===== src/bml_pkg.sv =====
// Constants, types and carriers shared by the boot mode loader and its helpers.
// Assumes a single 200 MHz clock and an active-low asynchronous reset in every user.
// Notes on behaviour
// - Strap for EPROM boot high with link strap low selects byte-wide EPROM boot; boot select pin becomes chip select.
// - Otherwise link strap and select input choose host, link or no boot; rest reserved.
// - No-boot mode skips download and starts fetching at external address 0x0040_0004.
// - Boot chip select is driven only while this device is bus master or an override DMA transfer is active.
// - Boot data is packed into 48-bit words and moved through DMA channel six.
// - Exactly 256 words land at internal 0x20000 to 0x200ff before execution starts.
// - Each boot byte is taken from external data bits 23 to 16.
// - During reset the acknowledge line is held high by an internal keeper.
// - In EPROM boot the channel six control register comes up holding 0x02a1.
// - During EPROM boot packing field is ignored; 8-to-48 packing, low byte first.
// - Unbanked wait count resets to six wait states and governs boot select accesses.
// - Reset wait mode needs internal waits and acknowledge; acknowledge low stalls the access.
// - Channel six counts and indexes reset to 256 words, 0x600 bytes and start addresses.
// - After reset, enter idle at the reset address, set up channel six, start reads.
// - Boot reads start at 0x0040_0000, increment each access, strobe with six waits.
// - Normal memory selects stay off during boot; external count drops once per byte.
// - At external count zero stop, raise done interrupt, release select, vector.
// - With override set, DMA transfers assert boot select; core accesses never do.
// - With override, channel six reads force 8-to-48; channel six writes are illegal.
// - With override, writes on channels seven to nine force 16-to-48 packing.
package bml_pkg;
	localparam logic [31:0] EXT_BOOT_START = 32'h0040_0000;
	localparam logic [31:0] NOBOOT_PC      = 32'h0040_0004;
	localparam logic [31:0] RESET_PC       = 32'h0002_0004;
	localparam logic [31:0] DONE_VECTOR    = 32'h0002_0040;
	localparam logic [31:0] INT_BOOT_START = 32'h0002_0000;
	localparam logic [15:0] CH6_CTL_EPROM  = 16'h02a1;
	localparam logic [15:0] CH6_CTL_LINK   = 16'h00a0;
	localparam logic [15:0] CH6_CTL_HOST   = 16'h00a1;
	localparam logic [15:0] CH6_CTL_RST    = 16'h0000;
	localparam logic [15:0] INT_COUNT_RST  = 16'h0100;
	localparam logic [15:0] EXT_COUNT_RST  = 16'h0600;
	localparam int          BYTE_W         = 8;
	localparam int          BYTES_PER_WORD = 6;
	localparam int          WORD_W         = 48;
	localparam int          BYTE_LSB       = 16;
	localparam logic [2:0]  WAIT_COUNT_RST = 3'h6;
	localparam logic [1:0]  WAIT_MODE_BOTH = 2'h0;
	localparam logic [1:0]  WAIT_MODE_INT  = 2'h1;
	localparam logic [1:0]  WAIT_MODE_RST  = 2'h0;
	localparam logic [1:0]  PACK_8_48      = 2'h3;
	localparam logic [1:0]  PACK_16_48     = 2'h1;
	localparam logic [1:0]  CHAN_6         = 2'h0;

	typedef enum logic [2:0] {MODE_NONE, MODE_HOST, MODE_LINK, MODE_EPROM, MODE_RSVD} bml_mode_t;

	typedef struct packed {
		logic [31:0]       addr;
		logic [WORD_W-1:0] data;
	} bml_word_t;

	typedef struct packed {
		logic       active;
		logic [1:0] chan;
		logic       write;
	} bml_xfer_t;
endpackage


===== src/bml_loader.sv =====
// Boot mode loader: strap decode, EPROM bootstrap DMA on channel six, boot select and packing override.
// Assumes all inputs are synchronous to clk; host and link download sequencing live elsewhere.
`timescale 1ns/1ps
module bml_loader (
	// Clock and reset
	input  wire logic                clk,
	input  wire logic                rst_b,
	// Boot straps
	input  wire logic                eprom_boot_strap,
	input  wire logic                link_boot_strap,
	// Boot memory select pin, active low
	input  wire logic                boot_mem_select_i,
	output logic                     boot_mem_select_o,
	output logic                     boot_mem_select_oe,
	// Acknowledge pin
	input  wire logic                ack_i,
	output logic                     ack_o,
	output logic                     ack_oe,
	// External bus
	input  wire logic                bus_master,
	output logic [31:0]              ext_addr,
	output logic                     ext_rd_b,
	input  wire logic [31:0]         ext_data_in,
	output logic                     mem_sel_en,
	// Unbanked wait settings written by software
	input  wire logic                wait_wr,
	input  wire logic [2:0]          wait_count_wr,
	input  wire logic [1:0]          wait_mode_wr,
	// Post-boot DMA through the override
	input  wire logic                boot_select_override,
	input  wire bml_pkg::bml_xfer_t  xfer,
	input  wire logic [1:0]          packing_field,
	output logic [1:0]               packing_eff,
	output logic                     illegal_ch6_write,
	// Internal memory write port
	output logic                     imem_valid,
	input  wire logic                imem_ready,
	output bml_pkg::bml_word_t       imem_word,
	// Core status
	output bml_pkg::bml_mode_t       boot_mode,
	output logic [31:0]              pc,
	output logic                     core_run,
	output logic                     ch6_dma_done_irq,
	output logic [15:0]              ch6_dma_control,
	output logic [15:0]              ch6_external_count,
	output logic [15:0]              ch6_internal_count
);
	typedef enum logic [2:0] {S_SAMPLE, S_SETUP, S_ARB, S_READ, S_DRAIN, S_WAKE, S_IDLE, S_RUN} bml_state_t;

	bml_state_t         st_q, st_d;
	bml_pkg::bml_mode_t mode_q, mode_d;
	logic [31:0]        pc_q, pc_d;
	logic [31:0]        ei_q, ei_d, ii_q, ii_d;
	logic [15:0]        ec_q, ec_d, ic_q, ic_d, ctl_q, ctl_d;
	logic [2:0]         wcnt_q, wcnt_d, wait_count_q, wait_count_d;
	logic [1:0]         wait_mode_q, wait_mode_d;
	logic               boot_q, boot_d, irq_q, irq_d;
	logic               acc_done, byte_ready, word_valid, word_ready;
	logic               ovr_sel, boot_sel;
	logic [bml_pkg::WORD_W-1:0] word_data;
	bml_pkg::bml_word_t skid_in, skid_out;

	// The keeper holds acknowledge high while reset is low, so no pull-up is needed.
	assign ack_o  = 1'b1;
	assign ack_oe = !rst_b;

	// An access ends after the wait states and, in the combined mode, only with acknowledge high.
	assign acc_done = (st_q == S_READ) && (wcnt_q == 3'h0)
		&& (wait_mode_q == bml_pkg::WAIT_MODE_INT || ack_i);

	// Core accesses never reach xfer, so the override can only fire for DMA.
	assign ovr_sel  = boot_select_override && xfer.active && !boot_q;
	assign boot_sel = (boot_q && bus_master) || ovr_sel;

	always_comb begin
		boot_mem_select_o  = !boot_sel;
		boot_mem_select_oe = (mode_q == bml_pkg::MODE_EPROM) && (bus_master || ovr_sel);
		mem_sel_en         = !boot_q && !ovr_sel;
		ext_addr           = ei_q;
		ext_rd_b           = (st_q != S_READ);
		illegal_ch6_write  = boot_select_override && xfer.active && xfer.write
			&& xfer.chan == bml_pkg::CHAN_6;
		packing_eff        = packing_field;
		if (boot_q) begin
			packing_eff = bml_pkg::PACK_8_48;
		end else if (boot_select_override && xfer.active) begin
			if (!xfer.write && xfer.chan == bml_pkg::CHAN_6) begin
				packing_eff = bml_pkg::PACK_8_48;
			end else if (xfer.write && xfer.chan != bml_pkg::CHAN_6) begin
				packing_eff = bml_pkg::PACK_16_48;
			end
		end
	end

	// Bytes come from the upper middle lane of the data bus.
	bml_packer #(
		.BW (bml_pkg::BYTE_W),
		.N  (bml_pkg::BYTES_PER_WORD)
	) u_packer (
		.clk       (clk),
		.rst_b     (rst_b),
		.in_valid  (acc_done),
		.in_ready  (byte_ready),
		.in_data   (ext_data_in[bml_pkg::BYTE_LSB +: bml_pkg::BYTE_W]),
		.out_valid (word_valid),
		.out_ready (word_ready),
		.out_data  (word_data)
	);

	assign skid_in.addr = ii_q;
	assign skid_in.data = word_data;

	// The buffer lets memory stall without losing a word; the stall reaches the EPROM reads.
	bml_skid #(
		.W ($bits(bml_pkg::bml_word_t))
	) u_skid (
		.clk       (clk),
		.rst_b     (rst_b),
		.in_valid  (word_valid),
		.in_ready  (word_ready),
		.in_data   (skid_in),
		.out_valid (imem_valid),
		.out_ready (imem_ready),
		.out_data  (skid_out)
	);
	assign imem_word = skid_out;

	always_comb begin
		st_d         = st_q;
		mode_d       = mode_q;
		pc_d         = pc_q;
		ei_d         = ei_q;
		ii_d         = ii_q;
		ec_d         = ec_q;
		ic_d         = ic_q;
		ctl_d        = ctl_q;
		wcnt_d       = wcnt_q;
		wait_count_d = wait_count_q;
		wait_mode_d  = wait_mode_q;
		boot_d       = boot_q;
		irq_d        = 1'b0;
		if (wait_wr) begin
			wait_count_d = wait_count_wr;
			wait_mode_d  = wait_mode_wr;
		end
		if (word_valid && word_ready) begin
			ii_d = ii_q + 32'h1;
			ic_d = ic_q - 16'h1;
		end
		unique case (st_q)
			S_SAMPLE: begin
				// Straps are caught once, on the first edge after release.
				if (eprom_boot_strap && link_boot_strap) begin
					mode_d = bml_pkg::MODE_RSVD;
				end else if (eprom_boot_strap) begin
					mode_d = bml_pkg::MODE_EPROM;
				end else begin
					unique case ({link_boot_strap, boot_mem_select_i})
						2'b01:   mode_d = bml_pkg::MODE_HOST;
						2'b11:   mode_d = bml_pkg::MODE_LINK;
						2'b00:   mode_d = bml_pkg::MODE_NONE;
						default: mode_d = bml_pkg::MODE_RSVD;
					endcase
				end
				st_d = S_SETUP;
			end
			S_SETUP: begin
				ii_d = bml_pkg::INT_BOOT_START;
				ic_d = bml_pkg::INT_COUNT_RST;
				ei_d = bml_pkg::EXT_BOOT_START;
				ec_d = bml_pkg::EXT_COUNT_RST;
				unique case (mode_q)
					bml_pkg::MODE_EPROM: begin
						ctl_d  = bml_pkg::CH6_CTL_EPROM;
						boot_d = 1'b1;
						st_d   = S_ARB;
					end
					bml_pkg::MODE_NONE: begin
						pc_d = bml_pkg::NOBOOT_PC;
						st_d = S_RUN;
					end
					bml_pkg::MODE_LINK: begin
						ctl_d = bml_pkg::CH6_CTL_LINK;
						st_d  = S_IDLE;
					end
					bml_pkg::MODE_HOST: begin
						ctl_d = bml_pkg::CH6_CTL_HOST;
						st_d  = S_IDLE;
					end
					default: st_d = S_IDLE;
				endcase
			end
			S_ARB: begin
				if (ec_q == 16'h0) begin
					st_d = S_DRAIN;
				end else if (bus_master && byte_ready) begin
					wcnt_d = wait_count_q;
					st_d   = S_READ;
				end
			end
			S_READ: begin
				if (acc_done) begin
					ei_d = ei_q + 32'h1;
					ec_d = ec_q - 16'h1;
					st_d = S_ARB;
				end else if (wcnt_q != 3'h0) begin
					wcnt_d = wcnt_q - 3'h1;
				end
			end
			S_DRAIN: begin
				// Execution waits until the last word has really reached memory.
				if (ic_q == 16'h0 && !imem_valid && !word_valid) begin
					boot_d = 1'b0;
					irq_d  = 1'b1;
					st_d   = S_WAKE;
				end
			end
			S_WAKE: begin
				pc_d = bml_pkg::DONE_VECTOR;
				st_d = S_RUN;
			end
			S_IDLE: st_d = S_IDLE;
			S_RUN:  st_d = S_RUN;
		endcase
	end

	always_ff @(posedge clk or negedge rst_b) begin
		if (!rst_b) begin
			st_q         <= S_SAMPLE;
			mode_q       <= bml_pkg::MODE_NONE;
			pc_q         <= bml_pkg::RESET_PC;
			ei_q         <= bml_pkg::EXT_BOOT_START;
			ii_q         <= bml_pkg::INT_BOOT_START;
			ec_q         <= bml_pkg::EXT_COUNT_RST;
			ic_q         <= bml_pkg::INT_COUNT_RST;
			ctl_q        <= bml_pkg::CH6_CTL_RST;
			wcnt_q       <= 3'h0;
			wait_count_q <= bml_pkg::WAIT_COUNT_RST;
			wait_mode_q  <= bml_pkg::WAIT_MODE_RST;
			boot_q       <= 1'b0;
			irq_q        <= 1'b0;
		end else begin
			st_q         <= st_d;
			mode_q       <= mode_d;
			pc_q         <= pc_d;
			ei_q         <= ei_d;
			ii_q         <= ii_d;
			ec_q         <= ec_d;
			ic_q         <= ic_d;
			ctl_q        <= ctl_d;
			wcnt_q       <= wcnt_d;
			wait_count_q <= wait_count_d;
			wait_mode_q  <= wait_mode_d;
			boot_q       <= boot_d;
			irq_q        <= irq_d;
		end
	end

	assign boot_mode          = mode_q;
	assign pc                 = pc_q;
	assign core_run           = (st_q == S_RUN);
	assign ch6_dma_done_irq   = irq_q;
	assign ch6_dma_control    = ctl_q;
	assign ch6_external_count = ec_q;
	assign ch6_internal_count = ic_q;
endmodule // bml_loader


===== src/bml_packer.sv =====
// Byte-to-word packer: collects bytes low byte first into one wide word.
// Assumes the drain side may stall; the packer then refuses further bytes.
`timescale 1ns/1ps
module bml_packer #(
	parameter int BW = 8,
	parameter int N  = 6
) (
	// Clock and reset
	input  wire logic              clk,
	input  wire logic              rst_b,
	// Byte side
	input  wire logic              in_valid,
	output logic                   in_ready,
	input  wire logic [BW-1:0]     in_data,
	// Word side
	output logic                   out_valid,
	input  wire logic              out_ready,
	output logic [BW*N-1:0]        out_data
);
	localparam int CW = $clog2(N);

	logic [BW*N-1:0] data_q, data_d;
	logic [CW-1:0]   cnt_q, cnt_d;
	logic            full_q, full_d;

	assign in_ready  = !full_q;
	assign out_valid = full_q;
	assign out_data  = data_q;

	always_comb begin
		data_d = data_q;
		cnt_d  = cnt_q;
		full_d = full_q;
		if (out_valid && out_ready) begin
			full_d = 1'b0;
		end
		if (in_valid && in_ready) begin
			data_d[cnt_q*BW +: BW] = in_data;
			if (cnt_q == CW'(N-1)) begin
				cnt_d  = '0;
				full_d = 1'b1;
			end else begin
				cnt_d = cnt_q + 1'b1;
			end
		end
	end

	always_ff @(posedge clk or negedge rst_b) begin
		if (!rst_b) begin
			data_q <= '0;
			cnt_q  <= '0;
			full_q <= 1'b0;
		end else begin
			data_q <= data_d;
			cnt_q  <= cnt_d;
			full_q <= full_d;
		end
	end
endmodule // bml_packer


===== src/bml_skid.sv =====
// Two-entry buffer with valid and ready on both sides.
// Assumes the receiver may stall at any time; no word is lost or repeated.
`timescale 1ns/1ps
module bml_skid #(
	parameter int W = 80
) (
	// Clock and reset
	input  wire logic         clk,
	input  wire logic         rst_b,
	// Fill side
	input  wire logic         in_valid,
	output logic              in_ready,
	input  wire logic [W-1:0] in_data,
	// Drain side
	output logic              out_valid,
	input  wire logic         out_ready,
	output logic [W-1:0]      out_data
);
	logic [W-1:0] mem_q [2];
	logic [W-1:0] mem_d [2];
	logic         wp_q, wp_d, rp_q, rp_d;
	logic [1:0]   cnt_q, cnt_d;
	logic         push, pop;

	assign in_ready  = (cnt_q != 2'h2);
	assign out_valid = (cnt_q != 2'h0);
	assign out_data  = mem_q[rp_q];
	assign push      = in_valid && in_ready;
	assign pop       = out_valid && out_ready;

	always_comb begin
		mem_d = mem_q;
		wp_d  = wp_q;
		rp_d  = rp_q;
		cnt_d = cnt_q;
		if (push) begin
			mem_d[wp_q] = in_data;
			wp_d        = !wp_q;
		end
		if (pop) begin
			rp_d = !rp_q;
		end
		if (push && !pop) begin
			cnt_d = cnt_q + 2'h1;
		end else if (pop && !push) begin
			cnt_d = cnt_q - 2'h1;
		end
	end

	always_ff @(posedge clk or negedge rst_b) begin
		if (!rst_b) begin
			mem_q[0] <= '0;
			mem_q[1] <= '0;
			wp_q     <= 1'b0;
			rp_q     <= 1'b0;
			cnt_q    <= 2'h0;
		end else begin
			mem_q <= mem_d;
			wp_q  <= wp_d;
			rp_q  <= rp_d;
			cnt_q <= cnt_d;
		end
	end
endmodule // bml_skid


===== config.mk =====
export PLATFORM = sky130hd
export DESIGN_NAME = bml_loader
export DESIGN_NICKNAME = d
export VERILOG_FILES = /design/src/bml_pkg.sv /design/src/bml_loader.sv /design/src/bml_packer.sv /design/src/bml_skid.sv
export SDC_FILE = /design/constraint.sdc
export NUM_CORES = 1
export LEC_CHECK = 0
export ABC_AREA = 1
export CAP_MARGIN = 20
export CORE_ASPECT_RATIO = 1.1
export CORE_MARGIN = 5
export CORE_UTILIZATION = 40
export DETAILED_ROUTE_END_ITERATION = 12
export DONT_BUFFER_PORTS = 1
export PLACE_DENSITY_LB_ADDON = 0.12
export SLEW_MARGIN = 20
export SYNTH_ARGS = -nofsm -noshare
export SYNTH_HDL_FRONTEND = slang
export SYNTH_SLANG_ARGS = --single-unit

===== constraint.sdc =====
create_clock -name clk -period 2.2 [get_ports clk]
set_input_delay 0.55 -clock clk [delete_from_list [all_inputs] [get_ports clk]]
set_output_delay 0.55 -clock clk [all_outputs]
set_load 0.01 [all_outputs]

# Word-level counts from Yosys, hierarchy flattened
# Index checks and enable logic that the tools add are counted.
op_classes:
  add_sub_neg: 9
  order_cmp: 3
  eq_ne: 25
  shifts: 2
  mux: 47
  n_bitwise: 2
  n_reduce_logical: 59
ops:
  columns: ["cell", "count"]
  rows:
  - ["two-way mux 80 bit", 4]
  - ["bitwise mux 160 bit", 1]
  - ["two-way mux 32 bit", 4]
  - ["one-hot mux 32 bit (2 select lines)", 2]
  - ["demux 80 bit (select 1 bit)", 1]
  - ["adder 32 x 1 -> 32 bit (second input constant)", 2]
  - ["bitwise mux 48 bit", 1]
  - ["two-way mux 16 bit", 3]
  - ["one-hot mux 16 bit (3 select lines)", 1]
  - ["variable shift 8 x 34 -> 48 bit (first input constant)", 1]
  - ["variable part select 8 x 34 -> 48 bit", 1]
  - ["negation 6 -> 34 bit", 1]
  - ["two-way mux 3 bit", 11]
  - ["zero test 16 bit", 2]
  - ["one-hot mux 16 bit (2 select lines)", 1]
  - ["subtractor 16 x 1 -> 16 bit (second input constant)", 2]
  - ["logical AND 1 bit", 21]
  - ["one-hot mux 3 bit (7 select lines)", 1]
  - ["nonzero test 2 bit", 8]
  - ["== test 3 bit (second input constant)", 5]
  - ["inequality test 2 bit (second input constant)", 7]
  - ["== test 3 x 2 -> 1 bit (second input constant)", 4]
  - ["two-way mux 2 bit", 6]
  - ["one-hot mux 3 bit (2 select lines)", 2]
  - ["25 further kinds", 55]
word_totals:
  reg_bits: 376
  input_bits: 53
  out_inout_bits: 207
  word_cells: 168

# Longest topological paths before layout
# Gate-level depths: netlist (run 1).
depth:
  word_depth: 6
  mapped_depth: 11
  ltp_nobuf: 10

# By module
# Synthesis (run 1) repeated with hierarchy kept, for this count alone.
hier_totals:
  hier_cells: 2339
  hier_area_um2: 17498.0
by_module_without_submodules:
  columns: ["mod", "instances", "cells_each", "area_per_inst_um2"]
  rows:
  - ["bml_skid", 1, 996, 7787.5]
  - ["bml_loader", 1, 1032, 7204.4]
  - ["bml_packer", 1, 311, 2506.2]

# Worst setup path before layout (run 1)
# OpenSTA, ideal clock, no wires.
synth_timing:
  path_type: "register to register"
  start: "register u_packer.cnt_q[0]"
  end: "register u_packer.data_q[37] (netlist: u_packer.out_data[37])"
  arrival_ns: 2.218
  required_ns: 2.079
  path_slack_ns: -0.139
  stages_incl_launch_ff: 11
  path_buffers: 2
  cell_sequence: "dfrtp_1 > inv_1 > clkbuf_1 > ha_1 > ha_1 > inv_1 > nor3_2 > nand3_4 > buf_6 > nand2_1 > o21ai_1"
synth_via:
  elab_chain_len: 3
  word_cells_on_any_way: 4
  cone_classes: "add/sub (1); shift (2); mux (1)"
synth_lines:
  columns: ["item", "line_no", "rtl"]
  rows:
  - ["start: declaration", "bml_packer.sv:23", "logic [CW-1:0] cnt_q, cnt_d;"]
  - ["start signal: assignment", "bml_packer.sv:55", "cnt_q <= cnt_d;"]
  - ["negation 6 -> 34 bit (*)", "bml_packer.sv:38", "data_d[cnt_q*BW +: BW] = in_data;"]
  - ["variable part select 8 x 34 -> 48 bit / variable shift 8 x 34 -> 48 bit (equally long branches)", "bml_packer.sv:38", null]
  - ["bitwise mux 48 bit (*)", "bml_packer.sv:38", null]
  - ["end signal: assignment", "bml_packer.sv:54", "data_q <= data_d;"]
  - ["end: declaration", "bml_packer.sv:22", "logic [BW*N-1:0] data_q, data_d;"]
# Every way passes the cells marked *; elsewhere a longest branch is shown, timed or not.
# A chain may end at the register's enable or synchronous reset.

==> results by group, run 1 <==
Global route
  • Initial antenna violation count: 1
  • Pin count of the biggest net entering global routing: approximately 340
  • Vias in the first global route: around 13000
  • All-Layer GR Usage: 0.1904
  • First-pass GRT wire length: about 70000 um
  • Grt ovf: 0

Route
  • Vias per cell: 4.906
  • Antenna viol nets, final: 0
  • Drt pass-1 iters: 4
  • Drt first-iter violations: 845
  • DR DRC count: 0
  • Drt total wl: 45590 um
  • Vias post-DR: about 13000
  • DR WL/cell: 16.66 um

Synthesis
  • Synthesized flop and latch total: approximately 340
  • Post-Syn Instances: 2142
  • Distinct cells, synth: 49
  • Post-synth EDFFs: 0
  • Synth cell count leaders: nand2_1, dfrtp_1, inv_1, o21ai_0, nor2_1
  • Sequential-to-total area share from yosys stat: 0.5078
  • Asr flop ratio synth: 1.000
  • Syn avg cell area: 7.718 um2
  • Yosys warns: 0
  • Top-count cell post-synth: nand2_1
  • Most common flop cell mapped by yosys: dfrtp_1
  • Synth top area cells: dfrtp_1, nand2_1, o21ai_0
  • Mapped Area: 16530 um2
  • Yosys top cell area share: 0.4935
  • Area leader, netlist: dfrtp_1

Pwr
  • Clock Power Share: 0.393
  • PwrDens: 900.2 nW/um2
  • Power after layout: 16860 uW
  • Worst VDD drop: around 0.00054 V
  • P_int: 11590 uW
  • Sequential Power Share: 0.406
  • Combinational power share: 0.201
  • Switching share of power: 0.3128
  • Leakage power total: around 0.009 uW
  • Net Sw Power: 5273 uW

Final layout
  • Share of layout cells above drive strength 1: 0.09191
  • Antenna Cells: 0
  • Fill cells: ~4100
  • Fin area: between 15000 and 20000 um2
  • Area grow syn2layout: 13.30%
  • # nets final: around 2200
  • Multi-input logic area: 6834 um2
  • Reg area: 8397 um2

Worst setup path
  • Slowest cell on crit path: dfrtp_2
  • Crit. End Element: primary output
  • Slowest stage delay, CP: 0.41 ns
  • Worst Path Required: 1.65 ns
  • Worst path cell trace: buf_4 > clkbuf_16 > nand2_1 > nand2_2
  • CP Class: flip-flop to primary output
  • Worst setup SP type: flip-flop
  • Crit Path Max Fanout: 28
  • R2R Setup Slk: 0.19 ns
  • Worst Path Arrival: about 1.6 ns

Clock network
  • Root Driver: clkbuf_16
  • CTS H-tree depth: 2
  • CTS tree: done
  • Clock-pin slew on the worst setup and hold paths: 0.06 ns
  • Worst-Skew Late Latency: 0.55 ns
  • Clock Sink Count: between 300 and 400
  • Longest Clk Path Bufs: 3
  • TritonCTS buffer count: 39

STA
  • Worst slew margin: 0.6188
  • Final count of hold timing violations: 326
  • Clock skew: between 0.01 and 0.015 ns
  • Setup violations, final: 0
  • PnR worst setup slack: 0.04996 ns
  • Final Hold Slack: -0.3004 ns
  • Final period util: 0.9773
  • Max-slew violations: 0
  • Maximum clock frequency: 465.1 MHz
  • Setup TNS: 0 ns
  • Final min period: 2.150 ns
  • Worst-margin pin slew: 0.5674 ns

Floorplan
  • Die Height: 223.2 um
  • Row Count: 78
  • Core area: 41090 um2
  • Die X: 203.8 um
  • Initial Utilization: 0.4024
  • Die Area: between 40000 and 50000 um2
  • Ports: 260

Worst hold path
  • Hold/Removal Path Class: input pin to asynchronous set/reset pin

Place
  • Placed instance area: 17100 um2
  • Post-Place Setup Slack: 0.2006 ns
  • Dpl hpwl: about 30000 um
  • Gpl congestion: 0.8603
  • PortBufs: 0

Run status
  • Outcome: finished with violations
  • Failing checks: hold timing

Run
  • Max_cap viols: 0
## final cells by class
type,instances,area share
clock buffer,60,0.06386
clock inverter,12,0.006947
inverter,221,0.04569
multi-input combinational,1499,0.3649
sequential,335,0.4483
tap,560,0.03741
timing repair buffer,49,0.03293
## state kept, by name (all words and copies together), names as in the netlist, 2 cells and up
register,count
boot_mode,3
ch6_dma_control,3
ch6_external_count,16
ch6_internal_count,16
ext_addr,32
ii_q,32
pc,4
st_q,3
u_packer.cnt_q,3
u_packer.out_data,48
u_skid.cnt_q,2
u_skid.mem_q,160
wait_count_q,3
wait_mode_q,2
wcnt_q,3
## logic make-up (layout without fill, tap and decap cells)
| kind of cell | Yosys count | after routing | synth area share |
|---|---|---|---|
| AOI/OAI and AO/OA | 316 | 316 | 0.1021 |
| xor gates and xnor gates | 11 | 11 | 0.005828 |
| adders and majority gates | 12 | 12 | 0.009082 |
| buffers and inverters | 347 | 342 | 0.09370 |
| DFF | 335 | 335 | 0.5078 |
| muxes | 3 | 3 | 0.002043 |
| other | 2 | 41 | 0.0004543 |
| and+or+nand+nor | 1116 | 1116 | 0.2790 |
## cells in the final DEF, fill, tap and decap left out, types with 12 or more instances in the layout
master / count
clkbuf_8: 12
o21ai_0: 214
nor2_1: 197
nor3_1: 20
ha_1: 12
dfrtp_1: 324
nand3_1: 80
a21oi_1: 45
nand4_1: 42
nand2_2: 29
clkbuf_16: 43
inv_1: 217
nand2_1: 717
o21ai_1: 23
buf_4: 31
conb_1: 41
o21ai_2: 16
## timing repair
item	in CTS	in global routing
hold endpoints to repair	335	326
resized for setup	22	22
pin swaps	0	1
buffers inserted	0	4
setup endpoints to repair	60	42
gates cloned	2	4
## final timing paths
check,startpoint,cells past startpoint,endpoint
setup / recovery,u_skid.rp_q,4,imem_word[74]
hold / removal,rst_b,0,u_skid.mem_q[112]
setup reg to reg,u_packer.cnt_q[1],7,u_packer.out_data[42]
hold reg to reg,u_skid.mem_q[143],2,u_skid.mem_q[143]
max in group asynchronous,rst_b,0,ch6_external_count[9]
min in group clk,wait_wr,1,wait_count_q[2]
## metrics by stage
stage            util  hold slack, ns  cells
2_1_floorplan       -          0.2544   2181
3_3_place_gp   0.4161          0.2657   2654
3_5_place_dp   0.4161          0.2666   2654
4_1_cts        0.4511         -0.3381   2728
5_1_grt        0.4559         -0.3401   2736
6_report       0.4559         -0.3004   2736
## critical path, delay by kind of cell, from the launching register on
kind	cells	cell delay [ns]
buffers and inverters	2	0.39
flip-flops	1	0.41
AND/OR/NAND/NOR	2	0.23
## routing by layer
metal	wire (um)	GRT usage	vias to the layer above	part of all wire
li1	-	-	6698	-
met3	2988	0.04899	53	0.066
met2	20920	0.2979	285	0.46
met5	13	0	-	0.00029
met1	20620	0.2602	6384	0.45
met4	1041	0.06094	2	0.023
## power by group through the flow
stage | clock [uW] | combinational (uW) | sequential [uW]
floorplan | 0 | 1930 | 6840
CTS | 6840 | 2980 | 6850
global placement | 0 | 2710 | 6950
global route | 7100 | 3730 | 6890
finish | 6620 | 3400 | 6840
detailed placement | 0 | 2760 | 6950
No activity file was read; power rests on OpenSTA's default activity.
==> run 2: changes to the inputs <==
- CORE_MARGIN: 5 -> 2
- clock period: 2.2 -> 2.5 ns (I/O delays scaled with it)
==> run 2 against run 1 <==
  * The flow still finishes with violations (hold timing)
  * Combinational power fell by 31%
  * Non-clock buffer count fell by 24
  * Die area fell by 5.6%
  * Setup slack improved by 0.10 ns
  * Largest cell class unchanged
==> results by group, run 2 (synthesis gave the netlist of run 1 again) <==
Worst setup path
  • Crit Path Max Fanout: 29 (+3.6%)
  • Slowest cell on crit path: dfrtp_2
  • Slowest stage delay, CP: 0.43 ns (+0.02 ns)
  • Crit. End Element: primary output
  • Crit path max-delay family: buffers and inverters
  • Worst Path Arrival: 1.72 ns (+0.12 ns)
  • Worst setup SP type: flip-flop
  • CP Class: flip-flop to primary output
  • FF-to-FF path depth: 8 (+1)
  • CP dominant cell by count: nand2_1
  • Worst path cell trace: inv_2 > buf_4 > nand2_1 > nand2_1
  • Sum of buffers and inverters on the critical path: 2 (unchanged)
  • Critical R2R Launch: u_packer.cnt_q[1]
  • Worst Path Required: 1.88 ns (+0.23 ns)
  • CP startpoint: u_skid.rp_q
  • Worst path depth: 4 (unchanged)

Final layout
  • # nets final: 2186 (-1.1%)
  • Post-layout util: 0.4428 (-0.01308)
  • Largest reg by FF count: u_skid.mem_q
  • Commonest non-fill, non-tap cell in the layout: nand2_1
  • Antenna Cells: 0 (unchanged)
  • Max reg flops: 160 (unchanged)
  • Share of layout cells above drive strength 1: 0.06651 (-0.02540)
  • Fin area: 18150 um2 (-3.1%)
  • Area grow syn2layout: 9.786%
  • Most frequent cells in the layout: nand2_1, dfrtp_1, inv_1
  • Non-filler instance count after layout: 2670 (-2.4%)

Global route
  • First-pass GRT wire length: 68340 um (-2.0%)
  • Grt ovf: 0 (unchanged)
  • All-Layer GR Usage: 0.1988 (+0.008376)
  • Vias in the first global route: 12450 (-1.6%)
  • Pin count of the biggest net entering global routing: 337 (unchanged)
  • Initial antenna violation count: 0 (-1)

Floorplan
  • Die X: 197.8 um (-2.9%)
  • Initial Utilization: 0.4033 (+0.0009580)
  • Core area: 40990 um2 (-0.24%)
  • Die Area: 42970 um2 (-5.6%)
  • Row Count: 78 (unchanged)
  • Die Height: 217.2 um (-2.7%)
  • Ports: 260 (unchanged)

STA
  • Final Hold Slack: -0.1949 ns (+0.1054 ns)
  • Final min period: 2.349 ns
  • Worst-margin pin slew: 0.6219 ns (+0.05446 ns)
  • Unrepaired setup endpoints after global routing: no
  • Final count of hold timing violations: 326 (unchanged)
  • Clock skew: 0.009569 ns (-0.004452 ns)
  • Setup TNS: 0 ns (unchanged)
  • Maximum clock frequency: about 430 MHz
  • Max-slew violations: 0 (unchanged)
  • Setup violations, final: 0 (unchanged)
  • Worst slew margin: 0.5850 (-0.03384)
  • Final period util: 0.9395

Clock network
  • Clock-pin slew on the worst setup and hold paths: 0.06 ns (about the same)
  • TritonCTS buffer count: 39 (unchanged)
  • Longest Clk Path Bufs: 3 (unchanged)
  • Worst-Skew Late Latency: 0.53 ns (-0.02 ns)
  • Clock Sink Count: 335 (unchanged)
  • Postcts setup bufs: 0 (unchanged)
  • Root Driver: clkbuf_16
  • CTS H-tree depth: 2 (unchanged)
  • Post-CTS Resized: 0 (-100%)
  • CTS tree: done

Route
  • Drt total wl: 42000 um (-7.9%)
  • Drt pass-1 iters: 7 (+3)
  • Drt first-iter violations: 748 (-11%)
  • DR WL/cell: 15.73 um (-5.6%)
  • Vias per cell: 4.931 (+0.53%)
  • Vias post-DR: 13170 (-1.9%)
  • DR DRC count: 0 (unchanged)
  • Antenna viol nets, final: 0 (unchanged)

Place
  • PortBufs: 0 (unchanged)
  • Dpl hpwl: 28510 um (-5.3%)
  • Placed Cells: 2600 (-2.0%)
  • Gpl congestion: 0.8886 (+3.3%)
  • Placed instance area: 16890 um2 (-1.2%)

Pwr
  • Worst VDD drop: 0.0004382 V (-18%)
  • Leakage power total: 0.008744 uW (-2.3%)
  • PwrDens: 766.9 nW/um2 (-15%)
  • Power after layout: 13920 uW (-17%)

Run status
  • Outcome: finished with violations
  • Failing checks: hold timing

Run
  • Max_cap viols: 0 (unchanged)

Worst hold path
  • Hold/Removal Path Class: input pin to asynchronous set/reset pin
## run 2: changes by cell type in the layout (fill, tap and decap cells not counted), moves of 2 or more
| cell | before | now |
|---|---|---|
| clkbuf_8 | 12 | 8 |
| buf_12 | 10 | 6 |
| nand2_2 | 29 | 2 |
| buf_16 | 3 | 0 |
| nand2_1 | 717 | 744 |
| buf_4 | 31 | 19 |
| clkinv_2 | 6 | 11 |
| clkbuf_16 | 43 | 41 |
## run 2: power by group
group          total [uW]  switching, uW  internal [uW]
clock                5580           2240           3330
combinational        2330           1700            627
sequential           6020            331           5690
total               13900           4270           9650
## run 2: area by class of cell
class	count	area [um2]
clock inverter	13	92.59
tap	520	650.6
inverter	221	829.5
fill	4185	22840
timing repair buffer	25	262.8
clock buffer	57	1166
multi-input combinational	1499	6753
sequential	335	8396
## run 2: worst register-to-register path: stages (launching register included)
cell and delay, ns:
dfrtp_1 0.36, inv_1 0.09, ha_1 0.19, ha_1 0.32, inv_1 0.07, nor3_2 0.44, nand3_4 0.29, nor2_1 0.22
a21oi_2 0.04
## run 2: worst paths after layout
check,slack [ns],endpoint
max,0.15,imem_word[77]
min,-0.19,u_skid.mem_q[36]
max reg2reg,0.36,u_packer.out_data[38]
min reg2reg,0.48,u_packer.out_data[8]
max in group asynchronous,2.18,ext_addr[29]
min in group clk,0.17,wait_count_q[2]
## run 2: routing by layer
metal	vias to the layer above	track usage	part of all wire	wire length, um
met5	-	0	0	0
met4	0	0.05764	0.023	976
met3	61	0.05222	0.066	2765
met2	297	0.3094	0.45	18810
met1	6164	0.2729	0.46	19450
li1	6645	-	-	-
## run 2: per-stage QoR
stage	setup slack, ns	hold WS [ns]
floorplan	0.1610	0.3294
global placement	0.4086	0.3435
detailed placement	0.3728	0.3433
CTS	0.09535	-0.2321
global route	0.01407	-0.2278
finish	0.1513	-0.1949
==> run 3: changes to the inputs <==
- CORE_MARGIN: 2 -> 1.5
- TNS_END_PERCENT: unset -> 50
==> run 3 against run 2 <==
  * The flow still finishes with violations (hold timing)
  * Flip-flop and latch count unchanged
  * Critical path type is now flip-flop to flip-flop
  * Hold slack got worse by 0.035 ns
  * Sequential power about the same
  * Non-clock buffer count increased by 8
  * Via count is 0.34% lower
  * Critical endpoint is now u_packer.out_data[5]
  * Combinational power barely moved
  * Clock skew about the same
  * Critical path depth grew 4
  * Maximum frequency grew 3.2%
  * First-iteration DRC count increased by 13%
  * Core utilization is 0.60 points higher
==> results by group, run 3 (synthesis gave the netlist of run 1 again) <==
STA
  • Unrepaired setup endpoints after global routing: no
  • Setup TNS: 0 ns (unchanged)
  • Worst slew margin: 0.5612 (-0.02377)
  • Worst-margin pin slew: 0.6582 ns (+0.03632 ns)
  • Final min period: 2.276 ns (-0.07264 ns)
  • Setup violations, final: 0 (unchanged)
  • Final period util: 0.9104 (-0.02906)
  • Clock skew: 0.009835 ns (+0.0002668 ns)
  • Max-slew violations: 0 (unchanged)
  • Final Hold Slack: -0.2299 ns (-0.03500 ns)
  • Final count of hold timing violations: 326 (unchanged)
  • PnR worst setup slack: 0.2240 ns (+0.07264 ns)
  • Maximum clock frequency: 439.4 MHz (+3.2%)

Worst setup path
  • Crit. End Element: flip-flop
  • CP Class: flip-flop to flip-flop
  • Worst Path Required: 2.93 ns (+1.05 ns)
  • Crit Path Max Fanout: 16 (-45%)
  • Worst setup SP type: flip-flop
  • Worst Path Arrival: 2.71 ns (+0.99 ns)

Final layout
  • Post-layout util: 0.4488 (+0.005998)
  • # nets final: 2194 (+0.37%)
  • Most frequent cells in the layout: nand2_1, dfrtp_1, inv_1
  • Antenna Cells: 0 (unchanged)
  • Largest reg by FF count: u_skid.mem_q
  • Commonest non-fill, non-tap cell in the layout: nand2_1
  • Share of layout cells above drive strength 1: 0.06679 (+0.0002787)
  • Area grow syn2layout: 9.846% (about the same)
  • Max reg flops: 160 (unchanged)
  • Non-filler instance count after layout: 2669 (-0.037%)

Global route
  • First-pass GRT wire length: 68380 um (about the same)
  • Initial antenna violation count: 0 (unchanged)
  • Pin count of the biggest net entering global routing: 337 (unchanged)
  • Vias in the first global route: 12670 (+1.8%)
  • All-Layer GR Usage: 0.2000 (+0.001181)
  • Grt ovf: 0 (unchanged)

Clock network
  • Root Driver: clkbuf_16
  • CTS H-tree depth: 2 (unchanged)
  • Post-CTS Resized: 0 (unchanged)
  • TritonCTS buffer count: 39 (unchanged)
  • Clock-pin slew on the worst setup and hold paths: 0.06 ns (about the same)
  • CTS tree: done
  • Clock Sink Count: 335 (unchanged)
  • Postcts setup bufs: 0 (unchanged)
  • Longest Clk Path Bufs: 3 (unchanged)
  • Worst-Skew Late Latency: 0.55 ns (+0.02 ns)

Pwr
  • Worst VDD drop: 0.0006089 V (+39%)
  • Leakage power total: 0.008756 uW (+0.14%)
  • PwrDens: 756.9 nW/um2 (-1.3%)

Route
  • DR DRC count: 0 (unchanged)
  • Vias per cell: 4.916 (-0.30%)
  • Drt first-iter violations: 843 (+13%)
  • Antenna viol nets, final: 0 (unchanged)
  • Drt pass-1 iters: 5 (-2)
  • Drt total wl: 41740 um (-0.62%)
  • DR WL/cell: 15.64 um (-0.58%)
  • Vias post-DR: 13120 (-0.34%)

Place
  • Gpl congestion: 0.8765 (-1.4%)
  • PortBufs: 0 (unchanged)
  • Post-Place Setup Slack: 0.2772 ns (-0.09565 ns)
  • Dpl hpwl: 28540 um (+0.11%)
  • Placed Cells: 2601 (+0.038%)

Floorplan
  • Row Count: 77 (-1.3%)
  • Core area: 40460 um2 (-1.3%)
  • Ports: 260 (unchanged)
  • Die X: 196.8 um (-0.51%)
  • Die Area: 42560 um2 (-0.96%)
  • Initial Utilization: 0.4086 (+0.005238)
  • Die Height: 216.2 um (-0.46%)

Worst hold path
  • Hold/Removal Path Class: input pin to asynchronous set/reset pin

Run status
  • Failing checks: hold timing
  • Outcome: finished with violations

Run
  • Max_cap viols: 0 (unchanged)
-- run 3: worst paths after layout --
| kind | startpoint | end | slack, ns | cells after the start |
|---|---|---|---|---|
| worst min register to register | u_packer.out_data[9] | u_packer.out_data[9] | 0.48 | 2 |
| worst max-delay path | u_packer.cnt_q[1] | u_packer.out_data[5] | 0.22 | 8 |
| max in group asynchronous | rst_b | pc[6] | 2.16 | 0 |
| min in group clk | wait_wr | wait_count_q[2] | 0.15 | 1 |
| worst min-delay path | rst_b | u_skid.mem_q[32] | -0.23 | 0 |
| worst max register to register | u_packer.cnt_q[1] | u_packer.out_data[5] | 0.22 | 8 |
-- run 3: stage by stage --
stage	cell area (um2)	hold WS [ns]	total power, uW
after floorplan	16680	0.3294	7684
after global placement	16960	0.3420	8430
after detailed placement	16960	0.3413	8465
after CTS	18160	-0.2591	13980
after global routing	18160	-0.2569	14480
final	18160	-0.2299	13740
-- run 3: critical path, cell delays in order, from the launching register on --
cell and delay (ns):
dfrtp_1 0.39, inv_1 0.13, ha_1 0.16, ha_1 0.44, inv_1 0.21, nor3_1 0.39, nand3_4 0.23, nand2_1 0.12
o21ai_1 0.07
-- run 3: layout make-up --
class	count	area, um2
Clock buffer	60	1146
Clock inverter	8	58.81
Fill cell	4080	22300
Inverter	221	829.5
Multi-Input combinational cell	1499	6753
Sequential cell	335	8396
Tap cell	513	641.9
Timing Repair Buffer	33	335.3
-- run 3: report_power, final --
part | switching, uW | leakage (uW) | internal, uW
clock | 2250 | 0.000594 | 3160
combinational | 1670 | 0.00360 | 637
sequential | 335 | 0.00457 | 5690
-- run 3: routing by layer --
metal	up-vias	global-route usage	wire length, um
li1	6660	-	-
met1	6153	0.2683	19190
met2	269	0.3252	19290
met3	40	0.04777	2588
met4	0	0.05064	670
met5	-	0	0
